[config.mk]
export PLATFORM = sky130hd
export DESIGN_NAME = ssr_shadow_regs
export DESIGN_NICKNAME = d
export VERILOG_FILES = /design/src/core/ssr_pkg.sv /design/src/core/ssr_shadow_regs.sv /design/src/core/ssr_shadow_byte.sv /design/src/core/ssr_ready_timer.sv
export SDC_FILE = /design/constraint.sdc
export NUM_CORES = 1
export LEC_CHECK = 0
export ABC_AREA = 1
export BUFFER_PORTS_ARGS = -buffer_cell sky130_fd_sc_hd__buf_2
export CAP_MARGIN = 20
export CORE_UTILIZATION = 50
export CTS_BUF_LIST = sky130_fd_sc_hd__clkbuf_8 sky130_fd_sc_hd__clkbuf_16
export DETAILED_ROUTE_END_ITERATION = 16
export PLACE_DENSITY = 0.73
export SETUP_SLACK_MARGIN = 0.1
export SYNTH_ARGS = -nofsm -noshare
export SYNTH_HDL_FRONTEND = slang
export SYNTH_SLANG_ARGS = --single-unit
[constraint.sdc]
create_clock -name mclk -period 7.45 [get_ports mclk]
set_clock_uncertainty 0.1 [all_clocks]
set_input_delay 1.1175 -clock mclk [delete_from_list [all_inputs] [get_ports mclk]]
set_output_delay 1.1175 -clock mclk [all_outputs]
set_load 0.02 [all_outputs]
[src/core/ssr_pkg.sv]
package ssr_pkg;

    // ************************************************************
    // Register indices on the host register port
    // ************************************************************
    localparam logic [2:0] SSR_IDX_ERR_FEAT = 3'h1;  // Read error_flags, write features
    localparam logic [2:0] SSR_IDX_COUNT    = 3'h2;
    localparam logic [2:0] SSR_IDX_LBA_LOW  = 3'h3;
    localparam logic [2:0] SSR_IDX_LBA_MID  = 3'h4;
    localparam logic [2:0] SSR_IDX_LBA_HIGH = 3'h5;
    localparam logic [2:0] SSR_IDX_DEVHEAD  = 3'h6;
    localparam logic [2:0] SSR_IDX_STAT_CMD = 3'h7;  // Read device_status, write command
    localparam logic [2:0] SSR_IDX_CTL      = 3'h6;  // With ctl_sel: device_control / alt status

    // ************************************************************
    // Field positions
    // ************************************************************
    localparam int SSR_CTL_HOB   = 7;
    localparam int SSR_CTL_SOFTWARE_RESET_BIT  = 2;
    localparam int SSR_CTL_INTERRUPT_DISABLE  = 1;
    localparam int SSR_DH_LBA    = 6;
    localparam int SSR_DH_DEV    = 4;
    localparam int SSR_ERR_LINK_CRC_ERROR  = 7;
    localparam int SSR_ERR_UNC   = 6;
    localparam int SSR_ERR_IDNF  = 4;
    localparam int SSR_ERR_COMMAND_ABORTED  = 2;
    localparam int SSR_ST_BSY    = 7;
    localparam int SSR_ST_DEVICE_READY_FLAG   = 6;
    localparam int SSR_ST_DF     = 5;
    localparam int SSR_ST_DSC    = 4;
    localparam int SSR_ST_DRQ    = 3;
    localparam int SSR_ST_CORRECTED_DATA_FLAG   = 2;
    localparam int SSR_ST_ERR    = 0;

    // ************************************************************
    // Reset values and counts
    // ************************************************************
    localparam logic [7:0]  SSR_DEVHEAD_RST = 8'h80;  // Bit 7 reads as one
    localparam logic [7:0]  SSR_SHADOW_RST  = 8'h00;
    localparam logic [7:0]  SSR_CODE_RST    = 8'h00;
    localparam logic [16:0] SSR_SECT_28_MAX = 17'h00100;  // 256
    localparam logic [16:0] SSR_SECT_48_MAX = 17'h10000;  // 65,536
    localparam int          SSR_CLK_NS      = 10;
    localparam int          SSR_READY_NS    = 1000;
    localparam int          SSR_READY_CYC   = (SSR_READY_NS + SSR_CLK_NS - 1) / SSR_CLK_NS;

    // ************************************************************
    // Carriers
    // ************************************************************
    typedef struct packed {
        logic       wr;       // One-cycle write strobe
        logic       rd;       // One-cycle read strobe
        logic       ctl_sel;  // Selects the control block instead of command block
        logic [2:0] addr;
        logic [7:0] wdata;
    } ssr_hbus_t;

    typedef struct packed {
        logic [7:0]  code;
        logic [7:0]  features;
        logic [15:0] count;
        logic [47:0] lba;
        logic [16:0] sectors;  // Count with zero already expanded
        logic        lba_mode;
        logic        ext;
        logic        drive;
    } ssr_cmd_t;

    typedef struct packed {
        logic        done;     // One-cycle completion strobe
        logic        failed;
        logic        crc;
        logic        uncorrectable_error;
        logic        idnf;
        logic        abort;
        logic        fault;
        logic [47:0] lba;      // Current address at completion
        logic [15:0] remain;   // Sectors still to transfer
    } ssr_result_t;

    // Command codes that use 48-bit addressing
    function automatic logic ssr_is_ext(input logic [7:0] code);
        case (code)
            8'h24, 8'h25, 8'h27, 8'h29, 8'h2f, 8'h34,
            8'h35, 8'h37, 8'h39, 8'h3f, 8'h42, 8'hea: ssr_is_ext = 1'b1;
            default:                                 ssr_is_ext = 1'b0;
        endcase
    endfunction : ssr_is_ext

endpackage : ssr_pkg

[src/core/ssr_shadow_regs.sv]
// What this block does
// - Command write starts execution at once
// - Any command-block write clears high-byte select
// - Interrupt gated by disable bit and selection
// - Software reset holds device busy
// - Device/head bit 6 selects CHS or LBA
// - Device/head bit 4 selects device number
// - Head bits carry and report address 24-27 for 28-bit commands
// - Error bit 7 flags link CRC error
// - Error bit 6 flags uncorrectable data
// - Error bit 2 flags aborted command
// - Address registers report current address at end
// - Address registers keep previous write for 48-bit
// - Zero count means 256 or 65,536 sectors
// - Count reads zero on success, else remainder
// - Status updates on error/end; read acknowledges
// - While busy reads give status, command-block writes ignored
// - Ready bit low until power-on settle ends; commands are not held off
// - Fault bit set on write fault, cleared by a status read while not busy
// - Corrected-data bit always reads zero
// - Error bit cleared when next command arrives
`timescale 1ns/100ps
`default_nettype none
module ssr_shadow_regs #(
    parameter logic DEVICE_NUMBER = 1'b0
) (
    // Clock and reset
    input  wire logic                  mclk,
    input  wire logic                  sys_rst,
    // Host register port
    input  wire ssr_pkg::ssr_hbus_t    hbus,
    output logic                 [7:0] host_rdata_r,
    output logic                       intrq,
    output logic                       frame_i_bit,
    // Command engine side
    output logic                       cmd_start_r,
    output ssr_pkg::ssr_cmd_t          cmd_r,
    output logic                       soft_reset,
    input  wire logic                  drq_in,
    input  wire ssr_pkg::ssr_result_t  result
);
    import ssr_pkg::*;

    // ************************************************************
    // State
    // ************************************************************
    logic [7:0] devhead_r;
    logic       hob_r;
    logic       software_reset_bit_r;
    logic       software_reset_bit_d_r;
    logic       interrupt_disable_r;
    logic       busy_r;
    logic       df_r;
    logic       err_r;
    logic       irq_pend_r;
    logic [7:0] error_r;
    logic       last_ext_r;

    logic [7:0] cnt_cur;
    logic [7:0] cnt_prev;
    logic [7:0] low_cur;
    logic [7:0] low_prev;
    logic [7:0] mid_cur;
    logic [7:0] mid_prev;
    logic [7:0] high_cur;
    logic [7:0] high_prev;
    logic [7:0] feat_cur;
    logic [7:0] feat_prev;
    logic       ready;

    // ************************************************************
    // Access decode
    // ************************************************************
    logic       cb_wr;
    logic       cb_rd;
    logic       ctl_wr;
    logic       cmd_wr;
    logic       selected;
    logic       status_rd;
    logic       cmd_ext;
    logic [7:0] status_byte;
    logic       ld_en;
    logic       ld_prev;

    // Busy masks every command-block write; control stays writable so reset works
    assign cb_wr     = hbus.wr && !hbus.ctl_sel && !busy_r;
    assign cb_rd     = hbus.rd && !hbus.ctl_sel;
    assign ctl_wr    = hbus.wr && hbus.ctl_sel && (hbus.addr == SSR_IDX_CTL);
    assign selected  = (devhead_r[SSR_DH_DEV] == DEVICE_NUMBER);
    assign cmd_wr    = cb_wr && (hbus.addr == SSR_IDX_STAT_CMD) && selected && !software_reset_bit_r;
    assign status_rd = cb_rd && (hbus.addr == SSR_IDX_STAT_CMD);
    assign cmd_ext   = ssr_is_ext(hbus.wdata);
    assign ld_en     = result.done && busy_r && !software_reset_bit_r;
    assign ld_prev   = last_ext_r;

    // ************************************************************
    // Shadow bytes with previous content
    // ************************************************************
    // Address and count registers each hold a current and previous byte
    ssr_shadow_byte u_count (
        .mclk         (mclk),
        .sys_rst      (sys_rst),
        .wr_en        (cb_wr && hbus.addr == SSR_IDX_COUNT),
        .wdata        (hbus.wdata),
        .load_en      (ld_en),
        .load_prev_en (ld_prev),
        .load_cur     (result.failed ? result.remain[7:0] : 8'h00),
        .load_prev    (result.failed ? result.remain[15:8] : 8'h00),
        .cur_r        (cnt_cur),
        .prev_r       (cnt_prev)
    );

    ssr_shadow_byte u_lba_low (
        .mclk         (mclk),
        .sys_rst      (sys_rst),
        .wr_en        (cb_wr && hbus.addr == SSR_IDX_LBA_LOW),
        .wdata        (hbus.wdata),
        .load_en      (ld_en),
        .load_prev_en (ld_prev),
        .load_cur     (result.lba[7:0]),
        .load_prev    (result.lba[31:24]),
        .cur_r        (low_cur),
        .prev_r       (low_prev)
    );

    ssr_shadow_byte u_lba_mid (
        .mclk         (mclk),
        .sys_rst      (sys_rst),
        .wr_en        (cb_wr && hbus.addr == SSR_IDX_LBA_MID),
        .wdata        (hbus.wdata),
        .load_en      (ld_en),
        .load_prev_en (ld_prev),
        .load_cur     (result.lba[15:8]),
        .load_prev    (result.lba[39:32]),
        .cur_r        (mid_cur),
        .prev_r       (mid_prev)
    );

    ssr_shadow_byte u_lba_high (
        .mclk         (mclk),
        .sys_rst      (sys_rst),
        .wr_en        (cb_wr && hbus.addr == SSR_IDX_LBA_HIGH),
        .wdata        (hbus.wdata),
        .load_en      (ld_en),
        .load_prev_en (ld_prev),
        .load_cur     (result.lba[23:16]),
        .load_prev    (result.lba[47:40]),
        .cur_r        (high_cur),
        .prev_r       (high_prev)
    );

    // Features is write-only and never reloaded by the engine
    ssr_shadow_byte u_features (
        .mclk         (mclk),
        .sys_rst      (sys_rst),
        .wr_en        (cb_wr && hbus.addr == SSR_IDX_ERR_FEAT),
        .wdata        (hbus.wdata),
        .load_en      (1'b0),
        .load_prev_en (1'b0),
        .load_cur     (8'h00),
        .load_prev    (8'h00),
        .cur_r        (feat_cur),
        .prev_r       (feat_prev)
    );

    // Power-on settle before the ready bit rises; commands are not held off
    ssr_ready_timer u_ready (
        .mclk    (mclk),
        .sys_rst (sys_rst),
        .ready_r (ready)
    );

    // ************************************************************
    // Device control register
    // ************************************************************
    // Reset and interrupt-disable bits written by the host
    always_ff @(posedge mclk or posedge sys_rst) begin
        if (sys_rst) begin
            software_reset_bit_r <= 1'b0;
            interrupt_disable_r <= 1'b0;
        end else if (ctl_wr) begin
            software_reset_bit_r <= hbus.wdata[SSR_CTL_SOFTWARE_RESET_BIT];
            interrupt_disable_r <= hbus.wdata[SSR_CTL_INTERRUPT_DISABLE];
        end
    end

    // High-order-byte select; a command-block write always drops it
    always_ff @(posedge mclk or posedge sys_rst) begin
        if (sys_rst) begin
            hob_r <= 1'b0;
        end else if (cb_wr) begin
            hob_r <= 1'b0;
        end else if (ctl_wr) begin
            hob_r <= hbus.wdata[SSR_CTL_HOB];
        end
    end

    assign soft_reset = software_reset_bit_r;

    // ************************************************************
    // Device/head register
    // ************************************************************
    // Head bits follow the final address only for 28-bit commands
    always_ff @(posedge mclk or posedge sys_rst) begin
        if (sys_rst) begin
            devhead_r <= SSR_DEVHEAD_RST;
        end else if (cb_wr && hbus.addr == SSR_IDX_DEVHEAD) begin
            devhead_r <= hbus.wdata;
        end else if (ld_en && !last_ext_r) begin
            devhead_r[3:0] <= result.lba[27:24];
        end
    end

    // ************************************************************
    // Command launch
    // ************************************************************
    // The command runs from the write itself, with parameters as they stand
    always_ff @(posedge mclk or posedge sys_rst) begin
        if (sys_rst) begin
            cmd_start_r <= 1'b0;
            last_ext_r  <= 1'b0;
            cmd_r       <= '0;
        end else begin
            cmd_start_r <= cmd_wr;
            if (cmd_wr) begin
                last_ext_r        <= cmd_ext;
                cmd_r.code        <= hbus.wdata;
                cmd_r.features    <= feat_cur;
                cmd_r.lba_mode    <= devhead_r[SSR_DH_LBA];
                cmd_r.drive       <= devhead_r[SSR_DH_DEV];
                cmd_r.ext         <= cmd_ext;
                // Parameters are taken as loaded; host loads them first
                if (cmd_ext) begin
                    cmd_r.count   <= {cnt_prev, cnt_cur};
                    cmd_r.lba     <= {high_prev, mid_prev, low_prev,
                                      high_cur, mid_cur, low_cur};
                    cmd_r.sectors <= ({cnt_prev, cnt_cur} == 16'h0000) ?
                                     SSR_SECT_48_MAX : {1'b0, cnt_prev, cnt_cur};
                end else begin
                    cmd_r.count   <= {8'h00, cnt_cur};
                    cmd_r.lba     <= {20'h00000, devhead_r[3:0],
                                      high_cur, mid_cur, low_cur};
                    cmd_r.sectors <= (cnt_cur == 8'h00) ?
                                     SSR_SECT_28_MAX : {9'h000, cnt_cur};
                end
            end
        end
    end

    // ************************************************************
    // Busy and command state
    // ************************************************************
    // Last cycle's reset bit; its fall is what re-enables the device
    always_ff @(posedge mclk or posedge sys_rst) begin
        if (sys_rst) begin
            software_reset_bit_d_r <= 1'b0;
        end else begin
            software_reset_bit_d_r <= software_reset_bit_r;
        end
    end

    // Busy from command write to completion, and throughout soft reset
    always_ff @(posedge mclk or posedge sys_rst) begin
        if (sys_rst) begin
            busy_r <= 1'b0;
        end else if (software_reset_bit_r) begin
            busy_r <= 1'b1;
        end else if (cmd_wr) begin
            busy_r <= 1'b1;
        end else if (ld_en || software_reset_bit_d_r) begin
            busy_r <= 1'b0;
        end
    end

    // ************************************************************
    // Error register and error bit
    // ************************************************************
    // Cleared on a new command, loaded from the completion report
    always_ff @(posedge mclk or posedge sys_rst) begin
        if (sys_rst) begin
            error_r <= 8'h00;
            err_r   <= 1'b0;
        end else if (software_reset_bit_r || cmd_wr) begin
            error_r <= 8'h00;
            err_r   <= 1'b0;
        end else if (ld_en) begin
            error_r[SSR_ERR_LINK_CRC_ERROR] <= result.crc;
            error_r[SSR_ERR_UNC]  <= result.uncorrectable_error;
            error_r[SSR_ERR_IDNF] <= result.idnf;
            error_r[SSR_ERR_COMMAND_ABORTED] <= result.abort;
            err_r                 <= result.failed || result.crc || result.uncorrectable_error
                                     || result.idnf || result.abort;
        end
    end

    // ************************************************************
    // Fault flag and interrupt
    // ************************************************************
    // Status read clears these, the fault flag only when not busy; a new event in that cycle wins
    always_ff @(posedge mclk or posedge sys_rst) begin
        if (sys_rst) begin
            df_r       <= 1'b0;
            irq_pend_r <= 1'b0;
        end else begin
            if (ld_en && result.fault) begin
                df_r <= 1'b1;
            end else if (status_rd && !busy_r) begin
                df_r <= 1'b0;
            end
            if (ld_en) begin
                irq_pend_r <= 1'b1;
            end else if (status_rd || software_reset_bit_r) begin
                irq_pend_r <= 1'b0;
            end
        end
    end

    // Only the selected device with interrupts enabled may raise the line
    assign intrq       = irq_pend_r && !interrupt_disable_r && selected;
    assign frame_i_bit = irq_pend_r || interrupt_disable_r;

    // ************************************************************
    // Read path
    // ************************************************************
    // Seek-complete shows ready since there is no mechanism to settle
    always_comb begin
        status_byte                = 8'h00;
        status_byte[SSR_ST_BSY]    = busy_r;
        status_byte[SSR_ST_DEVICE_READY_FLAG]   = ready && !software_reset_bit_r;
        status_byte[SSR_ST_DF]     = df_r;
        status_byte[SSR_ST_DSC]    = ready && !software_reset_bit_r;
        status_byte[SSR_ST_DRQ]    = drq_in && !busy_r;
        status_byte[SSR_ST_CORRECTED_DATA_FLAG]   = 1'b0;
        status_byte[SSR_ST_ERR]    = err_r;
    end

    // Registered read data; busy turns every read into a status read
    always_ff @(posedge mclk or posedge sys_rst) begin
        if (sys_rst) begin
            host_rdata_r <= 8'h00;
        end else if (hbus.rd) begin
            if (busy_r || hbus.ctl_sel) begin
                host_rdata_r <= status_byte;
            end else begin
                unique case (hbus.addr)
                    SSR_IDX_ERR_FEAT: host_rdata_r <= error_r;
                    SSR_IDX_COUNT:    host_rdata_r <= hob_r ? cnt_prev : cnt_cur;
                    SSR_IDX_LBA_LOW:  host_rdata_r <= hob_r ? low_prev : low_cur;
                    SSR_IDX_LBA_MID:  host_rdata_r <= hob_r ? mid_prev : mid_cur;
                    SSR_IDX_LBA_HIGH: host_rdata_r <= hob_r ? high_prev : high_cur;
                    SSR_IDX_DEVHEAD:  host_rdata_r <= devhead_r;
                    SSR_IDX_STAT_CMD: host_rdata_r <= status_byte;
                    default:          host_rdata_r <= 8'h00;  // Data port not in this block
                endcase
            end
        end
    end

endmodule : ssr_shadow_regs
`default_nettype wire

[src/core/ssr_shadow_byte.sv]
`timescale 1ns/100ps
`default_nettype none
module ssr_shadow_byte (
    // Clock and reset
    input  wire logic       mclk,
    input  wire logic       sys_rst,
    // Host write
    input  wire logic       wr_en,
    input  wire logic [7:0] wdata,
    // Completion load
    input  wire logic       load_en,
    input  wire logic       load_prev_en,
    input  wire logic [7:0] load_cur,
    input  wire logic [7:0] load_prev,
    // Contents
    output logic      [7:0] cur_r,
    output logic      [7:0] prev_r
);
    import ssr_pkg::*;

    // A host write pushes the latest value into the previous slot
    always_ff @(posedge mclk or posedge sys_rst) begin
        if (sys_rst) begin
            cur_r  <= SSR_SHADOW_RST;
            prev_r <= SSR_SHADOW_RST;
        end else if (wr_en) begin
            prev_r <= cur_r;
            cur_r  <= wdata;
        end else if (load_en) begin
            cur_r <= load_cur;
            if (load_prev_en) begin
                prev_r <= load_prev;
            end
        end
    end

endmodule : ssr_shadow_byte
`default_nettype wire

[src/core/ssr_ready_timer.sv]
`timescale 1ns/100ps
`default_nettype none
module ssr_ready_timer (
    // Clock and reset
    input  wire logic mclk,
    input  wire logic sys_rst,
    // Ready after power-on settle
    output logic      ready_r
);
    import ssr_pkg::*;

    localparam int CW = $clog2(SSR_READY_CYC + 1);
    localparam logic [CW-1:0] LAST = CW'(SSR_READY_CYC - 1);

    logic [CW-1:0] cnt_r;

    // Counts once after reset; ready never drops again until reset
    always_ff @(posedge mclk or posedge sys_rst) begin
        if (sys_rst) begin
            cnt_r   <= '0;
            ready_r <= 1'b0;
        end else if (!ready_r) begin
            cnt_r <= cnt_r + CW'(1);
            if (cnt_r == LAST) begin
                ready_r <= 1'b1;
            end
        end
    end

endmodule : ssr_ready_timer
`default_nettype wire

==> impl_results.rst <==
.. list-table::
   :header-rows: 1

   * - Metric
     - Value
   * - Max Buffers Root-to-Sink
     - 3
   * - NumNets Final
     - around 1400
   * - Flip-flop and latch count after synthesis
     - roughly 210
   * - Biggest cell delay along the critical path
     - approximately 0.7 ns
   * - Buffers inserted during post-CTS setup optimization
     - 0
   * - Pwr dens
     - between 200 and 300 nW/um^2
   * - Final design instance area without fill
     - about 11000 um^2
   * - Effective utilization at floorplan
     - around half
   * - Maximum capacitance violations
     - 0
   * - Detailed-route DRC error count
     - 0
   * - Slew of the pin with the lowest slew margin
     - slightly above 0.9 ns
   * - CTS hold repair buffers
     - 0
   * - Net Count, Synth
     - 1225
   * - Required time of the worst setup path
     - around 7.7 ns
   * - Critical path cell sequence
     - buf_2 > nor2_2 > nand2_2 > nor3_4 > nand2_4 > buf_4 > inv_2 > nand2_1 > nand2_1
   * - Routability cong.
     - about 0.95
   * - Per-instance average area after synthesis
     - approximately 8.2 um^2
   * - Worst hold-check path type
     - reg -> reg
   * - Initial DRT Pass Iterations
     - 8
   * - Slew Viols, Final
     - 0
   * - Relative area change from synthesis to final layout
     - 19.6%
   * - First-pass GRT wire length
     - ~43000 um
   * - Pre-CTS WS
     - between 3 and 4 ns
   * - Element type at the critical path end
     - flip-flop
   * - Detailed-route vias per instance
     - 5.49
   * - Crit path buffers/inverters
     - 3
   * - Worst setup path class
     - in -> reg
   * - Number of distinct standard cells referenced by the synthesized netlist
     - 38
   * - Final-report setup violation count
     - 0
   * - Detailed Place HPWL
     - slightly below 20000 um
   * - Number of nets with antenna violations after detailed routing
     - 0
   * - Via total after detailed routing
     - between 8000 and 9000
   * - Via count of the first global-routing pass
     - 8085
   * - Layout cells sized above 1
     - 20.0%
   * - CTS tree
     - built
   * - Sequential area share after synthesis
     - a little under three fifths
   * - Clock insertion delay at the later pin of the skew report
     - between 0.5 and 0.6 ns
   * - Cell chosen for the clock root
     - sky130_fd_sc_hd__clkbuf_16
   * - Outcome
     - finished clean
   * - Die height
     - around 140 um
   * - Aggregate global-route resource usage
     - between 20% and 30%
   * - Top delay family on crit path
     - buffers and inverters
   * - Maximum number of pins on one net before global-route repair
     - around 140
   * - Global-route congestion overflow total
     - 0
   * - Static leakage
     - a little over 6 nW
   * - Final-layout fill cell count
     - between 1500 and 2000
   * - Share of the clock period used by the worst path
     - a little over two fifths
   * - PortBufs
     - 199
   * - Synth Cell Area
     - 9370 um^2
   * - Number of top-level pins
     - 200
   * - IR drop worst, VDD
     - 0.166 mV
   * - Period minus WS final
     - slightly above 3 ns
   * - Total number of yosys warnings
     - 0
   * - Count of routing violations after the opening detailed-route iteration
     - between 800 and 900
   * - Total Wirelength
     - 27400 um
   * - Dominant cells by area after synthesis
     - sky130_fd_sc_hd__dfrtp_1 (56%), sky130_fd_sc_hd__nand2_1 (18%), sky130_fd_sc_hd__o21ai_0 (5.4%)
   * - Unrepaired setup endpoints after global routing
     - false
   * - Cell type with the largest total area after synthesis
     - sky130_fd_sc_hd__dfrtp_1
   * - Die Area
     - just under 20000 um^2
   * - Relative slew slack
     - approximately two fifths
   * - Setup_tns
     - 0 ns
   * - Critical Path AT
     - 3.41 ns
   * - Clock transition time at the flip-flop clock pins of the worst setup and hold paths
     - 0.06 ns
   * - DIE WIDTH
     - about 140 um
   * - Number of sinks on the clock net
     - between 200 and 250
   * - Portion of synthesized cell area occupied by the leading cell type
     - about 56%
   * - Antenna violations before repair
     - 0
   * - Minimum setup slack in the final design
     - approximately 4.3 ns
   * - Synth Instances
     - 1136
   * - Standard cell with the maximum stage delay on the critical path
     - sky130_fd_sc_hd__buf_4
   * - Number of buffers created by CTS
     - 22
   * - Most common cell on crit path
     - sky130_fd_sc_hd__nand2_1
   * - Number of endpoints with negative hold slack in the final report
     - 0
   * - Core Rows
     - 49
   * - Deepest level of the CTS H-tree
     - 1
   * - Fmax achieved
     - around 0.32 GHz
   * - Post-CTS resize count
     - 0
   * - Multi-input gate area in the final layout
     - roughly 3500 um^2
   * - Routed length per placed instance
     - ~18 um
   * - Storage element area
     - approximately 5200 um^2
   * - Placeable core region
     - between 15000 and 20000 um^2
   * - Area of placed instances
     - approximately 10000 um^2
   * - Top fanout value on the critical path
     - 73
   * - Type of origin of the critical path
     - input port
==> layer usage <==
layer / GRT usage [%] / wire, um / up-vias
met5: 0 / 0 / -
met2: 45.2 / 12600 / 395
li1: - / - / 4019
met3: 4.97 / 2260 / 62
met4: 10.0 / 897 / 0
met1: 40.2 / 11600 / 4128
==> metrics by stage <==
| stage | hold WS [ns] | total power (W) | util [%] | cells |
|---|---|---|---|---|
| after floorplan | 0.299 | 0.00195 | - | 1136 |
| after global placement | 0.304 | 0.00221 | 57.7 | 1524 |
| after detailed placement | 0.306 | 0.00223 | 57.7 | 1524 |
| after CTS | 0.312 | 0.00330 | 61.6 | 1564 |
| after global routing | 0.329 | 0.00347 | 61.7 | 1565 |
| final | 0.315 | 0.00330 | 61.7 | 1566 |
==> cell type report <==
| class | instances | share of cell area, % |
|---|---|---|
| multi-input combinational | 782 | 31.6 |
| sequential | 209 | 46.7 |
| timing repair buffer | 203 | 9.23 |
| inverter | 102 | 3.48 |
| antenna | 1 | 0.0223 |
| clock inverter | 10 | 0.436 |
| tap | 229 | 2.56 |
| clock buffer | 30 | 6.00 |
==> where the power goes <==
group | internal [W] | switching (W) | leakage, nW
Combinational | 0.000220 | 0.000464 | 3.08
Sequential | 0.00136 | 0.000179 | 2.73
Clock | 0.000628 | 0.000449 | 0.372
==> cell usage after synthesis (all sizes together) <==
| cell type | number |
|---|---|
| ha | 1 |
| a21oi | 34 |
| nand4 | 4 |
| inv | 101 |
| a22oi | 16 |
| o31ai | 1 |
| dfstp | 1 |
| clkbuf | 19 |
| nor3b | 1 |
| xnor2 | 2 |
| o22ai | 12 |
| clkinv | 1 |
| nor3 | 9 |
| o221ai | 13 |
| o211ai | 10 |
| o21ai | 112 |
| xor2 | 4 |
| buf | 24 |
| a31oi | 1 |
| nand2 | 441 |
| dfrtp | 208 |
| nor4 | 1 |
| nor2 | 69 |
| nand3 | 50 |
| o41ai | 1 |
==> worst paths after layout <==
path,start,end,slack [ns],cells past startpoint
setup / recovery,hbus[11],cmd_r[7],4.33,9
min in group asynchronous,sys_rst,cmd_r[88],0.73,2
hold / removal,software_reset_bit_d_r,busy_r,0.32,1
max in group asynchronous,sys_rst,u_lba_low.prev_r[2],5.00,3
setup reg to reg,busy_r,cmd_r[7],4.65,8
hold reg to reg,software_reset_bit_d_r,busy_r,0.32,1
==> kinds of logic (layout without fill, tap and decap cells) <==
family	Yosys count	after routing	synth area share, %
flip-flops	209	209	55.8
other	0	1	0
buffers and inverters	145	345	6.40
AO/OA/AOI/OAI	200	200	12.2
XOR/XNOR	6	6	0.561
AND/OR/NAND/NOR	575	575	24.9
adder cells (fa/ha/maj)	1	1	0.134
==> placed cells by master (no fill, tap or decap), drive strengths merged <==
cell type    n
xnor2        2
dfstp        1
clkinv       4
o22ai       12
dfrtp      208
clkinvlp     2
inv        106
a31oi        1
o211ai      10
clkbuf      30
nor3b        1
nor3         9
o31ai        1
a21oi       34
xor2         4
ha           1
nand4        4
o21ai      112
a22oi       16
nand3       50
buf        203
nor2        69
diode        1
nor4         1
nand2      441
o221ai      13
o41ai        1
==> worst register-to-register path, cell delays in order (launching register included) <==
cell and delay, ns:
sky130_fd_sc_hd__dfrtp_1 0.42, sky130_fd_sc_hd__nor2_2 0.08, sky130_fd_sc_hd__nand2_2 0.20, sky130_fd_sc_hd__nor3_4 0.07, sky130_fd_sc_hd__nand2_4 0.41, sky130_fd_sc_hd__buf_4 0.72
sky130_fd_sc_hd__inv_2 0.42, sky130_fd_sc_hd__nand2_1 0.21, sky130_fd_sc_hd__nand2_1 0.07
==> flip-flops by register name (all words and copies together) (netlist names), 4 cells and up <==
register	count
cmd_r	99
devhead_r	8
error_r	4
host_rdata_r	8
u_count.cur_r	8
u_count.prev_r	8
u_features.cur_r	8
u_lba_high.cur_r	8
u_lba_high.prev_r	8
u_lba_low.cur_r	8
u_lba_low.prev_r	8
u_lba_mid.cur_r	8
u_lba_mid.prev_r	8
u_ready.cnt_r	7
No activity file was read; power rests on OpenSTA's default activity.
